==> src/verilog/hio_defs.vh <==
// Offsets, field positions, limits and code constants of the high-speed I/O command block
`ifndef HIO_DEFS_VH
`define HIO_DEFS_VH

// Register byte offsets
`define HIO_ADDR_CTRL        8'h00
`define HIO_ADDR_PARAM_INDEX 8'h04
`define HIO_ADDR_PARAM_VALUE 8'h08
`define HIO_ADDR_CLR_CHAN    8'h0C
`define HIO_ADDR_CHK_CMD     8'h10
`define HIO_ADDR_CHK_OPA     8'h14
`define HIO_ADDR_CHK_OPB     8'h18
`define HIO_ADDR_STATUS      8'h1C
`define HIO_ADDR_IRQ_ERRID   8'h20
`define HIO_ADDR_CLR_ERRID   8'h24
`define HIO_ADDR_CHK_ERRID   8'h28
`define HIO_ADDR_EDGE_SEL    8'h2C
`define HIO_ADDR_CNT_SEL     8'h30
`define HIO_ADDR_CNT_ERRID   8'h34

// Control bits
`define HIO_CTRL_IRQ_EXEC    0
`define HIO_CTRL_CLR_EXEC    1
`define HIO_CTRL_CHK_EXEC    2

// Status bits
`define HIO_ST_IRQ_DONE      0
`define HIO_ST_IRQ_ERR       1
`define HIO_ST_CLR_DONE      2
`define HIO_ST_CLR_ERR       3
`define HIO_ST_CHK_DONE      4
`define HIO_ST_CHK_ERR       5
`define HIO_ST_CHK_SERIOUS   6

// Parameter numbers of the interrupt-parameter write
`define HIO_PN_IN_FIRST      32'h00002760
`define HIO_PN_IN_LAST       32'h00002767
`define HIO_PN_PRB_FIRST     32'h00002768
`define HIO_PN_PRB_LAST      32'h0000276B
`define HIO_EDGE_BOTH        8'h02
`define HIO_EDGE_FALL        8'h01

// Identifier layout: library*100000 + command*1000 + code
`define HIO_LIBRARY          7'h00
`define HIO_ID_SCALE         17'h003E8
`define HIO_CMD_IRQ_WRITE    7'h01
`define HIO_CMD_ERR_CLEAR    7'h02
`define HIO_CMD_CHK_BASE     7'h02
`define HIO_SERIOUS_LIMIT    10'h1F4

// Error codes
`define HIO_E_NONE           10'h000
`define HIO_E_CHAN           10'h001
`define HIO_E_OVF            10'h003
`define HIO_E_NOT_CHOSEN     10'h004
`define HIO_E_NOT_ENABLED    10'h007
`define HIO_E_IRQ_PARAM      10'h065
`define HIO_E_IRQ_NOT_CHOSEN 10'h066
`define HIO_E_CMP_TIME       10'h1F5
`define HIO_E_CMPM_NUM       10'h1F6
`define HIO_E_PRESET_VAL     10'h1F7
`define HIO_E_AVERAGE        10'h1F8
`define HIO_E_ROTATION       10'h1F9
`define HIO_E_WIDTH          10'h1FC
`define HIO_E_CMPM_TIME      10'h1FD
`define HIO_E_PRESET_TRIG    10'h1FE
`define HIO_E_PARAM          10'h1FF
`define HIO_E_SPECIAL_CHAN   10'h201
`define HIO_E_NOT_RING       10'h203
`define HIO_E_RING_ORDER     10'h204
`define HIO_E_SAMPLE         10'h205
`define HIO_E_RING_VAL       10'h206

// Check command kinds
`define HIO_K_COMPARE        4'h1
`define HIO_K_COMPARE_M      4'h2
`define HIO_K_PRESET         4'h3
`define HIO_K_RING           4'h4
`define HIO_K_SAMPLE         4'h5
`define HIO_K_AVERAGE        4'h6
`define HIO_K_ROTATION       4'h7
`define HIO_K_WIDTH          4'h8

// Limits
`define HIO_TIME_MAX         32'h00007530
`define HIO_CMPM_MIN         32'h00000001
`define HIO_CMPM_MAX         32'h00000064
`define HIO_SAMPLE_MIN       32'h0000000A
`define HIO_SAMPLE_MAX       32'h0000FFFF
`define HIO_DINT_MIN         32'h80000000
`define HIO_DINT_MAX         32'h7FFFFFFF
`define HIO_TRIG_MAX         32'h00000003

`endif

==> src/verilog/hio_irq_param.v <==
// Interrupt-parameter write, error clear and error-identifier reporting over Avalon-MM
//
// Our own choices: register access over Avalon-MM and the register addresses.
`timescale 1ns/1ps
`include "hio_defs.vh"
// Overview of operation
// - Parameter write starts on execute rising edge
// - Numbers 10080-10087 set input edge 0-2
// - Numbers 10088-10091 set probe edge 0-1
// - Done is one when finished, else zero
// - Clear takes counter 0-7, on rising edge
// - Identifier is library, command, three-digit code
// - Command numbers and codes start at 01
// - Codes under 500 serious, above command-level
// - Channel outside 0-7 gives code 001
// - Bad overflow or underflow gives code 003
// - Unconfigured gives 004, counter disabled gives 007
// - Bad write 101, not interrupt input 102
// - Output time over 30000 gives 501/509
// - Compare count outside 1-100 gives 502
// - Special channel outside 0-3 gives 513
// - Ring lower not below upper gives 516
// - Not ring mode 515, ring value 518
// - Sampling outside 10-65535 ms gives 517
// - Preset value 503, preset trigger 510
// - Averaging 504, pulses 505, width 508
module hio_irq_param #(
   parameter N_CNT = 8,
   parameter N_SPECIAL = 4,
   parameter N_IN = 8
) (
   input  wire        clk,                  // 125 MHz clock
   input  wire        rst,                  // Synchronous reset, active high
   input  wire        ce,                   // Clock enable, freezes all state when low
   input  wire [7:0]  avs_address,          // Byte address
   input  wire        avs_read,             // Read request
   input  wire        avs_write,            // Write request
   input  wire [31:0] avs_writedata,        // Write data
   input  wire [3:0]  avs_byteenable,       // Byte lanes
   output reg  [31:0] avs_readdata,         // Read data
   output reg         avs_waitrequest,      // Stall
   input  wire [7:0]  func_chosen,          // Counter has a high-speed function
   input  wire [7:0]  cnt_enabled,          // Counter enabled
   input  wire [7:0]  cnt_ovf_fault,        // Counter overflow state wrong
   input  wire [3:0]  ring_format,          // Special counter set for ring counting
   input  wire [11:0] irq_input_chosen,     // Input configured as interrupt input
   output reg  [15:0] input_edge_select,    // Two bits per interrupt input
   output reg  [3:0]  probe_capture_edge,   // One bit per probe counter, 1 falling
   output reg  [7:0]  cnt_error_flag        // Held error flag per counter
);

   // Bus and command registers
   reg  [2:0]  exec_r;
   reg  [2:0]  exec_d_r;
   reg  [31:0] param_index_r;
   reg  [7:0]  param_value_r;
   reg  [7:0]  clr_chan_r;
   reg  [3:0]  chk_kind_r;
   reg  [7:0]  chk_chan_r;
   reg  [31:0] chk_opa_r;
   reg  [31:0] chk_opb_r;
   reg  [2:0]  cnt_sel_r;
   reg         irq_done_r;
   reg         irq_err_r;
   reg  [15:0] irq_id_r;
   reg         clr_done_r;
   reg         clr_err_r;
   reg  [15:0] clr_id_r;
   reg         chk_done_r;
   reg         chk_err_r;
   reg         chk_serious_r;
   reg  [15:0] chk_id_r;
   reg  [15:0] cnt_id_r [0:N_CNT-1];

   wire [2:0]  exec_rise;
   wire        bus_req;
   wire        wr_acc;
   wire [31:0] be_mask;
   reg  [31:0] rd_mux;
   reg  [9:0]  irq_code;
   reg  [9:0]  clr_code;
   reg  [9:0]  chk_code;
   reg  [3:0]  irq_slot;
   wire [6:0]  chk_cmd;
   wire [2:0]  chk_ch3;
   wire [2:0]  clr_ch3;

   assign exec_rise = exec_r & ~exec_d_r;
   assign bus_req   = avs_read | avs_write;
   assign wr_acc    = avs_write & ~avs_waitrequest;
   assign be_mask   = {{8{avs_byteenable[3]}}, {8{avs_byteenable[2]}},
                       {8{avs_byteenable[1]}}, {8{avs_byteenable[0]}}};
   assign chk_cmd   = `HIO_CMD_CHK_BASE + {3'h0, chk_kind_r};
   assign chk_ch3   = chk_chan_r[2:0];
   assign clr_ch3   = clr_chan_r[2:0];

   // Byte-lane merge of a write into an old value
   function [31:0] merge;
      input [31:0] old;
      input [31:0] wd;
      input [31:0] m;
      begin
         merge = (old & ~m) | (wd & m);
      end
   endfunction

   // Library, command number and code packed as one decimal identifier
   function [15:0] make_id;
      input [6:0] cmd;
      input [9:0] code;
      reg   [16:0] t;
      begin
         t = ({10'h000, `HIO_LIBRARY} * 17'h186A0) + ({10'h000, cmd} * `HIO_ID_SCALE)
             + {7'h00, code};
         make_id = t[15:0];
      end
   endfunction

   // Interrupt-parameter write check
   always @* begin
      irq_code = `HIO_E_NONE;
      irq_slot = 4'h0;
      if (param_index_r >= `HIO_PN_IN_FIRST && param_index_r <= `HIO_PN_IN_LAST) begin
         irq_slot = param_index_r[3:0] - 4'h0;
         if (param_value_r > `HIO_EDGE_BOTH)
            irq_code = `HIO_E_IRQ_PARAM;
         else if (!irq_input_chosen[irq_slot])
            irq_code = `HIO_E_IRQ_NOT_CHOSEN;
      end else if (param_index_r >= `HIO_PN_PRB_FIRST &&
                   param_index_r <= `HIO_PN_PRB_LAST) begin
         irq_slot = param_index_r[3:0];
         if (param_value_r > `HIO_EDGE_FALL)
            irq_code = `HIO_E_IRQ_PARAM;
         else if (!irq_input_chosen[irq_slot])
            irq_code = `HIO_E_IRQ_NOT_CHOSEN;
      end else begin
         irq_code = `HIO_E_IRQ_PARAM;
      end
   end

   // Error-clear check
   always @* begin
      clr_code = `HIO_E_NONE;
      if (clr_chan_r > (N_CNT - 1))
         clr_code = `HIO_E_CHAN;
   end

   // Counter command checks: channel 001, then special channel 513, then serious faults 004, 003, 007, then command-level ones
   always @* begin
      chk_code = `HIO_E_NONE;
      if (chk_chan_r > (N_CNT - 1))
         chk_code = `HIO_E_CHAN;
      else if (chk_kind_r == `HIO_K_RING && chk_chan_r > (N_SPECIAL - 1))
         chk_code = `HIO_E_SPECIAL_CHAN;
      else if (!func_chosen[chk_ch3])
         chk_code = `HIO_E_NOT_CHOSEN;
      else if (cnt_ovf_fault[chk_ch3])
         chk_code = `HIO_E_OVF;
      else if (!cnt_enabled[chk_ch3])
         chk_code = `HIO_E_NOT_ENABLED;
      else begin
         case (chk_kind_r)
            `HIO_K_COMPARE: begin
               if (chk_opa_r > `HIO_TIME_MAX)
                  chk_code = `HIO_E_CMP_TIME;
            end
            `HIO_K_COMPARE_M: begin
               if (chk_opa_r < `HIO_CMPM_MIN || chk_opa_r > `HIO_CMPM_MAX)
                  chk_code = `HIO_E_CMPM_NUM;
               else if (chk_opb_r > `HIO_TIME_MAX)
                  chk_code = `HIO_E_CMPM_TIME;
            end
            `HIO_K_PRESET: begin
               if (chk_opa_r == `HIO_DINT_MIN || chk_opa_r == `HIO_DINT_MAX)
                  chk_code = `HIO_E_PRESET_VAL;
               else if (chk_opb_r > `HIO_TRIG_MAX)
                  chk_code = `HIO_E_PRESET_TRIG;
            end
            `HIO_K_RING: begin
               if (!ring_format[chk_chan_r[1:0]])
                  chk_code = `HIO_E_NOT_RING;
               else if (chk_opa_r == `HIO_DINT_MIN || chk_opa_r == `HIO_DINT_MAX ||
                        chk_opb_r == `HIO_DINT_MIN || chk_opb_r == `HIO_DINT_MAX)
                  chk_code = `HIO_E_RING_VAL;
               else if ($signed(chk_opa_r) >= $signed(chk_opb_r))
                  chk_code = `HIO_E_RING_ORDER;
            end
            `HIO_K_SAMPLE: begin
               if (chk_opa_r < `HIO_SAMPLE_MIN || chk_opa_r > `HIO_SAMPLE_MAX)
                  chk_code = `HIO_E_SAMPLE;
            end
            `HIO_K_AVERAGE: begin
               if (chk_opa_r == 32'h00000000)
                  chk_code = `HIO_E_AVERAGE;
            end
            `HIO_K_ROTATION: begin
               if (chk_opa_r == 32'h00000000)
                  chk_code = `HIO_E_ROTATION;
            end
            `HIO_K_WIDTH: begin
               if (chk_opa_r == 32'h00000000)
                  chk_code = `HIO_E_WIDTH;
            end
            default: chk_code = `HIO_E_PARAM;
         endcase
      end
   end

   // Read mux
   always @* begin
      rd_mux = 32'h00000000;
      case (avs_address)
         `HIO_ADDR_CTRL:        rd_mux = {29'h00000000, exec_r};
         `HIO_ADDR_PARAM_INDEX: rd_mux = param_index_r;
         `HIO_ADDR_PARAM_VALUE: rd_mux = {24'h000000, param_value_r};
         `HIO_ADDR_CLR_CHAN:    rd_mux = {24'h000000, clr_chan_r};
         `HIO_ADDR_CHK_CMD:     rd_mux = {16'h0000, chk_chan_r, 4'h0, chk_kind_r};
         `HIO_ADDR_CHK_OPA:     rd_mux = chk_opa_r;
         `HIO_ADDR_CHK_OPB:     rd_mux = chk_opb_r;
         `HIO_ADDR_STATUS:      rd_mux = {16'h0000, cnt_error_flag, 1'b0, chk_serious_r,
                                          chk_err_r, chk_done_r, clr_err_r, clr_done_r,
                                          irq_err_r, irq_done_r};
         `HIO_ADDR_IRQ_ERRID:   rd_mux = {16'h0000, irq_id_r};
         `HIO_ADDR_CLR_ERRID:   rd_mux = {16'h0000, clr_id_r};
         `HIO_ADDR_CHK_ERRID:   rd_mux = {16'h0000, chk_id_r};
         `HIO_ADDR_EDGE_SEL:    rd_mux = {12'h000, probe_capture_edge, input_edge_select};
         `HIO_ADDR_CNT_SEL:     rd_mux = {29'h00000000, cnt_sel_r};
         `HIO_ADDR_CNT_ERRID:   rd_mux = {16'h0000, cnt_id_r[cnt_sel_r]};
         default:               rd_mux = 32'h00000000;
      endcase
   end

   // Avalon slave handshake: one wait state, then accept
   always @(posedge clk) begin
      if (rst) begin
         avs_waitrequest <= 1'b1;
         avs_readdata    <= 32'h00000000;
      end else if (ce) begin
         if (bus_req && avs_waitrequest) begin
            avs_waitrequest <= 1'b0;
            if (avs_read)
               avs_readdata <= rd_mux;
         end else begin
            avs_waitrequest <= 1'b1;
         end
      end
   end

   // Software-written operand registers
   always @(posedge clk) begin
      if (rst) begin
         exec_r        <= 3'h0;
         exec_d_r      <= 3'h0;
         param_index_r <= 32'h00000000;
         param_value_r <= 8'h00;
         clr_chan_r    <= 8'h00;
         chk_kind_r    <= 4'h0;
         chk_chan_r    <= 8'h00;
         chk_opa_r     <= 32'h00000000;
         chk_opb_r     <= 32'h00000000;
         cnt_sel_r     <= 3'h0;
      end else if (ce) begin
         exec_d_r <= exec_r;
         if (wr_acc) begin
            case (avs_address)
               `HIO_ADDR_CTRL:
                  if (avs_byteenable[0])
                     exec_r <= avs_writedata[2:0];
               `HIO_ADDR_PARAM_INDEX:
                  param_index_r <= merge(param_index_r, avs_writedata, be_mask);
               `HIO_ADDR_PARAM_VALUE:
                  if (avs_byteenable[0])
                     param_value_r <= avs_writedata[7:0];
               `HIO_ADDR_CLR_CHAN:
                  if (avs_byteenable[0])
                     clr_chan_r <= avs_writedata[7:0];
               `HIO_ADDR_CHK_CMD: begin
                  if (avs_byteenable[0])
                     chk_kind_r <= avs_writedata[3:0];
                  if (avs_byteenable[1])
                     chk_chan_r <= avs_writedata[15:8];
               end
               `HIO_ADDR_CHK_OPA:
                  chk_opa_r <= merge(chk_opa_r, avs_writedata, be_mask);
               `HIO_ADDR_CHK_OPB:
                  chk_opb_r <= merge(chk_opb_r, avs_writedata, be_mask);
               `HIO_ADDR_CNT_SEL:
                  if (avs_byteenable[0])
                     cnt_sel_r <= avs_writedata[2:0];
               default: ;
            endcase
         end
      end
   end

   // Interrupt-parameter write execution
   always @(posedge clk) begin
      if (rst) begin
         irq_done_r         <= 1'b0;
         irq_err_r          <= 1'b0;
         irq_id_r           <= 16'h0000;
         input_edge_select  <= 16'h0000;
         probe_capture_edge <= 4'h0;
      end else if (ce) begin
         if (wr_acc && avs_address == `HIO_ADDR_CTRL && avs_byteenable[0] &&
             avs_writedata[`HIO_CTRL_IRQ_EXEC] && !exec_r[`HIO_CTRL_IRQ_EXEC])
            irq_done_r <= 1'b0;
         else if (exec_rise[`HIO_CTRL_IRQ_EXEC]) begin
            irq_done_r <= 1'b1;
            irq_err_r  <= (irq_code != `HIO_E_NONE);
            irq_id_r   <= (irq_code != `HIO_E_NONE) ?
                          make_id(`HIO_CMD_IRQ_WRITE, irq_code) : 16'h0000;
            if (irq_code == `HIO_E_NONE) begin
               if (irq_slot < N_IN)
                  input_edge_select[{irq_slot[2:0], 1'b0} +: 2] <= param_value_r[1:0];
               else
                  probe_capture_edge[irq_slot[1:0]] <= param_value_r[0];
            end
         end
      end
   end

   // Error-clear and counter-check execution with per-counter held errors
   always @(posedge clk) begin
      if (rst) begin
         clr_done_r     <= 1'b0;
         clr_err_r      <= 1'b0;
         clr_id_r       <= 16'h0000;
         chk_done_r     <= 1'b0;
         chk_err_r      <= 1'b0;
         chk_serious_r  <= 1'b0;
         chk_id_r       <= 16'h0000;
         cnt_error_flag <= 8'h00;
      end else if (ce) begin
         if (wr_acc && avs_address == `HIO_ADDR_CTRL && avs_byteenable[0] &&
             avs_writedata[`HIO_CTRL_CLR_EXEC] && !exec_r[`HIO_CTRL_CLR_EXEC])
            clr_done_r <= 1'b0;
         else if (exec_rise[`HIO_CTRL_CLR_EXEC]) begin
            clr_done_r <= 1'b1;
            clr_err_r  <= (clr_code != `HIO_E_NONE);
            clr_id_r   <= (clr_code != `HIO_E_NONE) ?
                          make_id(`HIO_CMD_ERR_CLEAR, clr_code) : 16'h0000;
            if (clr_code == `HIO_E_NONE)
               cnt_error_flag[clr_ch3] <= 1'b0;
         end
         if (wr_acc && avs_address == `HIO_ADDR_CTRL && avs_byteenable[0] &&
             avs_writedata[`HIO_CTRL_CHK_EXEC] && !exec_r[`HIO_CTRL_CHK_EXEC])
            chk_done_r <= 1'b0;
         else if (exec_rise[`HIO_CTRL_CHK_EXEC]) begin
            chk_done_r    <= 1'b1;
            chk_err_r     <= (chk_code != `HIO_E_NONE);
            chk_serious_r <= (chk_code != `HIO_E_NONE) &&
                             (chk_code < `HIO_SERIOUS_LIMIT);
            chk_id_r      <= (chk_code != `HIO_E_NONE) ? make_id(chk_cmd, chk_code) : 16'h0000;
            if (chk_chan_r < N_CNT)
               cnt_error_flag[chk_ch3] <= (chk_code != `HIO_E_NONE);
         end
      end
   end

   // Held identifier per counter, one entry per channel
   genvar gi;
   generate
      for (gi = 0; gi < N_CNT; gi = gi + 1) begin : g_cnt_id
         always @(posedge clk) begin
            if (rst)
               cnt_id_r[gi] <= 16'h0000;
            else if (ce) begin
               if (exec_rise[`HIO_CTRL_CHK_EXEC] && chk_chan_r == gi)
                  cnt_id_r[gi] <= (chk_code != `HIO_E_NONE) ?
                                  make_id(chk_cmd, chk_code) : 16'h0000;
               else if (exec_rise[`HIO_CTRL_CLR_EXEC] && clr_chan_r == gi)
                  cnt_id_r[gi] <= 16'h0000;
            end
         end
      end
   endgenerate

endmodule
==> config.mk <==
export PLATFORM = sky130hd
export DESIGN_NAME = hio_irq_param
export DESIGN_NICKNAME = d
export VERILOG_FILES = /design/src/verilog/hio_irq_param.v
export VERILOG_INCLUDE_DIRS = /design/src /design/src/verilog
export SDC_FILE = /design/constraint.sdc
export NUM_CORES = 1
export LEC_CHECK = 0
export BUFFER_PORTS_ARGS = -buffer_cell sky130_fd_sc_hd__buf_4
export CAP_MARGIN = 20
export CORE_ASPECT_RATIO = 1.1
export CORE_MARGIN = 5
export CORE_UTILIZATION = 45
export CTS_CLUSTER_DIAMETER = 80
export CTS_CLUSTER_SIZE = 30
export DETAILED_ROUTE_END_ITERATION = 6
export HOLD_SLACK_MARGIN = 0.1
export PLACE_DENSITY = 0.67
export SLEW_MARGIN = 20
export SYNTH_ARGS = -nofsm -noshare
export SYNTH_HDL_FRONTEND = slang
export SYNTH_SLANG_ARGS = --single-unit
==> constraint.sdc <==
create_clock -name clk -period 16.5 [get_ports clk]
set_clock_uncertainty 0.15 [all_clocks]
set_input_delay 3.3 -clock clk [delete_from_list [all_inputs] [get_ports clk]]
set_output_delay 3.3 -clock clk [all_outputs]
set_load 0.01 [all_outputs]
* After elaboration in Yosys (flattened, before gate mapping)
Memories as Yosys holds them, arrays and structs flattened. A register that Yosys moved wholly into a read port is not among the register bits. Cells that the tools add are included.
Word-level totals: register bits 249, memory bits (writable) 128, logic and storage cells 362, memories 1
Memories:
- cnt_id_r | depth 8, width 16, rd ports 1, clocked after memory_dff 1, write ports 8, line hio_irq_param.v:73 | reg [15:0] cnt_id_r [0:N_CNT-1];
Cells by class: $add $sub $neg 5, multipliers 1, $lt $le $gt $ge 28, equality and inequality tests 39, shift operators 2, muxes and demuxes 156, bitwise operators 35, reductions and logical operators 70
Operators with widths (count):
- $pmux W32 S14 | 1
- $mux W16 | 17
- $and A32 B32 Y32 | 4
- $mux W10 | 11
- $or A32 B32 Y32 | 3
- $mux W1 | 90
- $pmux W10 S8 | 1
- $eq A8 B3 Y1 const B | 9
- $mux W9 | 8
- $eq A32 B31 Y1 const B | 2
- $eq A32 B32 Y1 const B | 2
- $ge A32 B14 Y1 const B | 2
- $gt A32 B15 Y1 const B | 2
- $le A32 B14 Y1 const B | 2
- $mux W8 | 8
- $eq A8 B6 Y1 const B | 6
- $eq A8 B2 Y1 const B | 4
- $eq A8 B5 Y1 const B | 4
- $ge A32 B32 Y1 | 1
- $gt A32 B16 Y1 const B | 1
- $gt A32 B2 Y1 const B | 1
- $gt A32 B7 Y1 const B | 1
- $logic_and A1 B1 Y1 | 32
- $logic_not A32 Y1 | 1
- 58 further kinds | 123

* Depth between registers and ports, before layout
Gate-level depths: netlist of the first run.
word-level depth 17, mapped depth 20, gate-level depth less buffers 19

* Worst setup path before layout of the first run
No wires, ideal clock.
path kind input to register, from input port cnt_ovf_fault[7], to memory cnt_id_r[7][13] (data pin), arrival 6.808 ns, data required time 16.075 ns, setup slack 9.267 ns, stages 15, buffers on the path 0, cell sequence mux4_2 nor3b_1 o21ai_0 or3_1 or2_2 inv_1 ha_1 nor2b_1 o21ai_0 nand2b_1 a2111oi_0 nor4_1 and3_1 xnor2_1 nor2_1
RTL lines:
- start, declared | line hio_irq_param.v:44 | input wire [7:0] cnt_ovf_fault,
- end, declared | line hio_irq_param.v:73

==> out/results.ini, run 1 <==
[route]
wirelength_mm = 60.0
ant_nets = 0
drt_iter0_markers = 1905
wire_per_inst_um = 23.5
drc = 0
vias_per_cell = 6.19
first_pass_iters = 6
route.vias.total = 15900

[power]
p_per_area_mw_per_mm2 = 78.6
ir_drop_mv = 0.0783
p_leak_uw = 0.00722
power.total_uw = 1600

[layout]
post-route-cell-area_mm2 = 0.0204
ff_latch_area_mm2 = 0.00833
mostFrequentLayoutCells = nand2_1, nor2_1, dfxtp_1, a21oi_1, buf_4
fillCellCount = 3753
fin_cells = 2560
areaGrowthSynthToFinish_pct = 12.1
multi_input_area_mm2 = 0.00912
final_common_cell = nand2_1
layout.nets = 2203
drive_gt1_share_pct = 13.2

[timing]
min_period_over_period_pct = 44.1
fin_tns_setup_ns = 0
min_period_ns = 7.27
timing.final.ws_setup_ns = 9.23
finalSetupViolations = 0
max_slew_margin_pct = 23.4
rsz0062_at_grt = false
max_freq_mhz = 137
report.final.slew_viol_count = 0
final-hold-violation-count = 0
worst_slew_pin_slew_ns = 1.15

[floorplanning]
die_x_um = 202
start_util_pct = 45.4
die-area_mm2 = 0.0446
io_pins = 150
placementRows = 77
die_h_um = 221
coreArea_mm2 = 0.0401

[global_routing]
antenna_found_initial = 1
grt_max_degree = 101
grt-ovfl-total = 0
grt.total_usage_pct = 25.9
first_global_vias = 15300
grt_pass1_wl_mm = 91.3

[logic_synthesis]
syn_area_mm2 = 0.0182
synth_seq_area_share_pct = 45.8
synth_top_family_by_area = simple AND/OR/NAND/NOR gates
synth_flop_cell = dfxtp_1
yosys.area_share.adder_pct = 6.23
synth_cells = 1962
synth_area_per_cell_um2 = 9.27
synthArstFlopShare_pct = 0
yosys.area.top_type = dfxtp_1
synth-seq-cells = 352
synth-xor-area-share_pct = 0.867
synth_mux_area_share_pct = 7.94
yosys_warnings = 0
synth_nets = 2135
synth_area_leaders = dfxtp_1, edfxtp_1, a21oi_1
netlist.area_leader.share_pct = 24.6
synthSimpleGateAreaFrac_pct = 20.0
synth-compound-area-share_pct = 14.8
synth_cell_type_count = 66
synth_edf_count = 128

[min_path]
min_path_type = reg -> reg

[placement]
io_buffers = 149
dp_hpwl_mm = 43.0
placed_area_mm2 = 0.0196
gp_congestion = 0.962
placedCellCount = 2521
pre_cts_ws_ns = 8.67

[clocking]
cts_tree = built
cts.repair.resized = 0
htree_levels = 1
ctsHoldBuffers = 0
postCtsSetupBuffers = 0
cts_sinks = 352
cts-root-buf = clkbuf_16
cts_buffer_depth = 3
clock_latency_ns = 0.57
numCtsBuffers = 20
clk_pin_slew_worst_paths_ns = 0.11

[setup_path]
cp_max_fo = 9
critPathArrivalTime_ns = 7.43
start_kind = primary input
crit_path_end_kind = flip-flop
path_class = in -> reg
required_ns = 16.66

[flow_run]
max-cap-violations = 0

[outcome]
status = complete, no violations

Yosys cell counts (all sizes together) (11+ instances only):
master and instances:
nor3 16, fa 11, buf 20, inv 82, o21ai 66, nor4 27, a221oi 14, nor2 232
xnor2 11, edfxtp 128, nand3 139, mux4 44, dfxtp 224, ha 73, nand2 260, a21oi 203
mux2i 43, a22oi 31, clkbuf 98, a21o 14, and2 13, a222oi 25, nand4 35
metrics by stage:
| stage | hold WS, ns | utilization [%] |
|---|---|---|
| 2_1_floorplan | 0.276 | - |
| 3_3_place_gp | 0.297 | 49.0 |
| 3_5_place_dp | 0.296 | 49.0 |
| 4_1_cts | 0.310 | 50.8 |
| 5_1_grt | 0.346 | 50.9 |
| 6_report | 0.313 | 50.9 |
final cells by class:
cell class | instances | share of cell area [%]
antenna | 3 | 0.0368
clock buffer | 23 | 2.72
clock inverter | 13 | 0.957
inverter | 83 | 1.53
multi-input combinational | 1409 | 44.7
sequential | 352 | 40.9
tap | 513 | 3.15
timing repair buffer | 164 | 6.06
report_power, final:
part / total, µW / switching (µW) / leakage [µW] / internal [µW]
Combinational: 76.2 / 49.8 / 0.00375 / 26.5
Clock: 615 / 340 / 0.000363 / 275
Sequential: 912 / 3.35 / 0.00311 / 909
metal layers:
| metal | global-route usage, % | vias up | routed length (µm) |
|---|---|---|---|
| met5 | 0 | - | 0 |
| met2 | 42.9 | 762 | 28500 |
| met1 | 34.4 | 7710 | 23900 |
| met4 | 10.7 | 0 | 2750 |
| met3 | 3.38 | 140 | 4960 |
| li1 | - | 7247 | - |
cell families (layout without fill, tap and decap cells):
group           after synthesis  count (layout)
other cells                   0               3
simple gates                797             797
fa+ha+maj                    84              84
buf+inv                     201             283
flops                       352             352
mux                          89              89
compound gates              421             421
xor+xnor                     18              18
critical path, stage by stage:
cell	delay, ns
buf_4	0.11
mux4_2	0.46
nor3b_1	0.19
o21ai_0	0.12
or3_1	0.45
or2_2	0.36
inv_1	0.22
ha_1	0.32
nor2b_1	0.15
o21ai_0	0.15
nand2b_1	0.12
a2111oi_0	0.42
nor4_1	0.12
and3_1	0.26
xnor2_1	0.57
nor2_1	0.10
path summary, 6_finish.rpt:
check | start | endpoint | slack, ns | cells past startpoint
worst max-delay path | cnt_ovf_fault[7] | cnt_id_r[5][13]$_SDFFCE_PP0P_ | 9.23 | 16
worst min-delay path | avs_readdata[7]$_SDFFE_PP0P_ | avs_readdata[7]$_SDFFE_PP0P_ | 0.31 | 2
worst max register to register | chk_kind_r[1]$_SDFFE_PP0P_ | cnt_id_r[0][14]$_SDFFCE_PP0P_ | 10.52 | 16
worst min register to register | avs_readdata[7]$_SDFFE_PP0P_ | avs_readdata[7]$_SDFFE_PP0P_ | 0.31 | 2
Note: power is estimated with default switching activity, not from simulation.
==> inputs of run 2 (changes only) <==
--- a/config.mk
+++ b/config.mk
@@ -6,6 +6,7 @@
 export SDC_FILE = /design/constraint.sdc
 export NUM_CORES = 1
 export LEC_CHECK = 0
+export ABC_AREA = 1
 export BUFFER_PORTS_ARGS = -buffer_cell sky130_fd_sc_hd__buf_4
 export CAP_MARGIN = 20
 export CORE_ASPECT_RATIO = 1.1
@@ -15,7 +16,7 @@
 export CTS_CLUSTER_SIZE = 30
 export DETAILED_ROUTE_END_ITERATION = 6
 export HOLD_SLACK_MARGIN = 0.1
-export PLACE_DENSITY = 0.67
+export PLACE_DENSITY = 0.69
 export SLEW_MARGIN = 20
 export SYNTH_ARGS = -nofsm -noshare
 export SYNTH_HDL_FRONTEND = slang
==> constraint.sdc (replaced) <==
create_clock -name clk -period 6.5 [get_ports clk]
set_clock_uncertainty 0.15 [all_clocks]
set_input_delay 1.3 -clock clk [delete_from_list [all_inputs] [get_ports clk]]
set_output_delay 1.3 -clock clk [all_outputs]
set_load 0.01 [all_outputs]
==> out/results.ini, run 2 <==
[outcome]
status = complete, no violations  ; unchanged

[clocking]
cts.repair.resized = 0  ; unchanged
cts_buffer_depth = 3  ; unchanged
numCtsBuffers = 18  ; was 20
cts_tree = built  ; unchanged
ctsHoldBuffers = 0  ; unchanged
htree_levels = 1  ; unchanged
cts-root-buf = clkbuf_16  ; unchanged
clk_pin_slew_worst_paths_ns = 0.12  ; was 0.11 ns
cts_sinks = 352  ; unchanged
postCtsSetupBuffers = 0  ; unchanged
clock_latency_ns = 0.55  ; was 0.57 ns

[timing]
final-hold-violation-count = 0  ; unchanged
min_period_ns = 5.66
finalSetupViolations = 0  ; unchanged
worst_slew_pin_slew_ns = 1.13  ; was 1.15 ns
fin_tns_setup_ns = 0  ; unchanged
max_freq_mhz = 177
max_slew_margin_pct = 24.8  ; was 23.4%
rsz0062_at_grt = false  ; unchanged
min_period_over_period_pct = 87.2
report.final.slew_viol_count = 0  ; unchanged

[global_routing]
grt_max_degree = 90  ; was 101
grt.met3_usage_pct = 4.21  ; was 3.38%
grt.total_usage_pct = 28.0  ; was 25.9%
met2_usage_pct = 46.9  ; was 42.9%
top_usage_layer = met2  ; unchanged
met1_usage_pct = 36.8  ; was 34.4%
first_global_vias = 17200  ; was 15,300
grt-ovfl-total = 0  ; unchanged
grt_pass1_wl_mm = 101  ; was 91.3 mm
antenna_found_initial = 1  ; unchanged

[layout]
drive_gt1_share_pct = 9.84  ; was 13.2%
fillCellCount = 3982  ; was 3,753
layout.nets = 2732  ; was 2,203
areaGrowthSynthToFinish_pct = 12.1  ; about the same
mostFrequentLayoutCells = nor2_1, o21ai_0, inv_1, nand2_1, a21oi_1  ; was nand2_1, nor2_1, dfxtp_1, a21oi_1, buf_4
n_antenna_cell = 0  ; was 3
final_common_cell = nor2_1  ; was nand2_1

[power]
p_switching_uw = 971  ; was 393 µW
p_leak_uw = 0.00837  ; was 0.00722 µW
power_frac_comb_pct = 5.7  ; was 4.8%
ir_drop_mv = 0.253  ; was 0.0783 mV
p_sw_share_pct = 24.8  ; was 24.5%
p_per_area_mw_per_mm2 = 185  ; was 78.6 mW/mm²
p_int_uw = 2940  ; was 1210 µW
p_seq_share_pct = 59.2  ; was 56.9%
clkPwrFrac_pct = 35.1  ; was 38.4%
power.total_uw = 3910  ; was 1600 µW

[placement]
dp_hpwl_mm = 49.5  ; was 43.0 mm
gp_congestion = 0.992  ; was 0.962
io_buffers = 149  ; unchanged

[route]
vias_per_cell = 5.79  ; was 6.19
drt_iter0_markers = 1855  ; was 1,905
drc = 0  ; unchanged
wirelength_mm = 67.0  ; was 60.0 mm
route.vias.total = 18100  ; was 15,900
first_pass_iters = 5  ; was 6
ant_nets = 0  ; unchanged
wire_per_inst_um = 21.4  ; was 23.5 µm

[min_path]
min-delay-start = irq_id_r[9]$_SDFFE_PP0P_  ; was avs_readdata[7]$_SDFFE_PP0P_
min_path_type = reg -> reg  ; unchanged

[logic_synthesis]
synth_nets = 2636  ; was 2,135
synth_seq_area_share_pct = 44.2  ; was 45.8%
synth-seq-cells = 352  ; unchanged
synth_area_per_cell_um2 = 7.65  ; was 9.27 µm²
yosys.area.top_type = dfxtp_1  ; unchanged
synth_flop_cell = dfxtp_1  ; unchanged
synth_most_common_cell = nor2_1  ; was nand2_1
synthArstFlopShare_pct = 0  ; unchanged
synth_cell_type_count = 51  ; was 66
syn_area_mm2 = 0.0188  ; was 0.0182 mm²
ys_top_cells_by_count = nor2_1, o21ai_0, inv_1, nand2_1, a21oi_1  ; was nand2_1, nor2_1, dfxtp_1, a21oi_1, nand3_1
synth_cells = 2463  ; was 1,962
synth_edf_count = 128  ; unchanged
synth_area_leaders = dfxtp_1, edfxtp_1, nor2_1  ; was dfxtp_1, edfxtp_1, a21oi_1
yosys_warnings = 0  ; unchanged
netlist.area_leader.share_pct = 23.8  ; was 24.6%

[flow_run]
max-cap-violations = 0  ; unchanged

[setup_path]
crit_path_end_kind = flip-flop  ; unchanged
startpoint = chk_kind_r[1]$_SDFFE_PP0P_  ; was cnt_ovf_fault[7]
endpoint = cnt_id_r[3][14]$_SDFFCE_PP0P_  ; was cnt_id_r[5][13]$_SDFFCE_PP0P_
start_kind = flip-flop  ; was primary input
regToRegSetupSlack_ns = 0.84  ; was 10.52 ns
reg2reg_to = cnt_id_r[3][14]$_SDFFCE_PP0P_  ; was cnt_id_r[0][14]$_SDFFCE_PP0P_
reg2reg_depth = 22  ; was 16
required_ns = 6.75  ; was 16.66 ns
path_class = reg -> reg  ; was in -> reg
cp_max_fo = 12  ; was 9
reg2reg_from = chk_kind_r[1]$_SDFFE_PP0P_  ; unchanged
critPathArrivalTime_ns = 5.92  ; was 7.43 ns

[floorplanning]
die_x_um = 205  ; was 202 µm
die_h_um = 225  ; was 221 µm
placementRows = 78  ; was 77
coreArea_mm2 = 0.0413  ; was 0.0401 mm²
die-area_mm2 = 0.0461  ; was 0.0446 mm²
start_util_pct = 45.6  ; was 45.4%
io_pins = 150  ; unchanged

## run 2: power by group through the flow
stage / clock network (µW) / logic (µW) / registers [µW]
floorplan: 0 / 109 / 2360
detailed placement: 0 / 218 / 2360
finish: 1370 / 222 / 2310
CTS: 1370 / 218 / 2310
global route: 1460 / 238 / 2320
global placement: 0 / 214 / 2360
## run 2: critical path, stage by stage (launching register included)
cell	delay [ns]
dfxtp_1	0.73
inv_1	0.35
ha_1	0.41
inv_1	0.16
ha_1	0.26
inv_1	0.08
fa_1	0.44
fa_1	0.50
inv_1	0.04
ha_1	0.34
nand2_1	0.08
nor2_1	0.04
a211oi_1	0.28
xor2_1	0.18
inv_1	0.06
ha_1	0.29
o21ai_0	0.09
nand2_1	0.11
nand3_1	0.15
nor2_1	0.08
xnor2_1	0.44
nand2_4	0.15
nor2_1	0.12
## run 2: cells by family after synthesis
| kind of cell | Yosys count | synth area share [%] |
|---|---|---|
| adder cells (fa/ha/maj) | 84 | 6.02 |
| AND/OR/NAND/NOR | 950 | 21.4 |
| flip-flops | 352 | 44.2 |
| AO/OA/AOI/OAI | 667 | 19.8 |
| buffers and inverters | 398 | 8.02 |
| XOR/XNOR | 12 | 0.558 |
## run 2: per-layer routing
| metal | wire length (µm) | share of wire (%) |
|---|---|---|
| met4 | 2710 | 4.0 |
| met2 | 31700 | 47 |
| met1 | 26600 | 40 |
| met3 | 5920 | 8.8 |
| met5 | 13 | 0.019 |
## run 2: layout make-up
cell class	instances	area (µm²)	share of cell area [%]
Clock inverter	9	136	0.646
Inverter	297	1120	5.29
Timing Repair Buffer	177	1330	6.29
Sequential cell	352	8330	39.4
Tap cell	560	701	3.32
Multi-Input combinational cell	1713	9030	42.8
Clock buffer	23	469	2.22
## run 2: per-stage QoR
stage / util, % / setup WS [ns] / cells / hold WS (ns) / cell area, µm²
finish: 51.1 / 0.835 / 3131 / 0.317 / 21100
global route: 51.1 / 0.367 / 3131 / 0.350 / 21100
CTS: 51.1 / 0.788 / 3131 / 0.316 / 21100
detailed placement: 49.6 / 0.801 / 3099 / 0.301 / 20500
global placement: 49.6 / 0.921 / 3099 / 0.298 / 20500
floorplan: - / 1.32 / 2463 / 0.285 / 18800
## run 2: worst min-delay path by stage
stage,end,depth (start not counted)
floorplan,irq_id_r[9]$_SDFFE_PP0P_,2
global placement,irq_done_r$_SDFFE_PP0P_,2
detailed placement,irq_id_r[9]$_SDFFE_PP0P_,2
CTS,irq_id_r[9]$_SDFFE_PP0P_,2
global route,avs_readdata[8]$_SDFFE_PP0P_,2
finish,irq_id_r[9]$_SDFFE_PP0P_,2
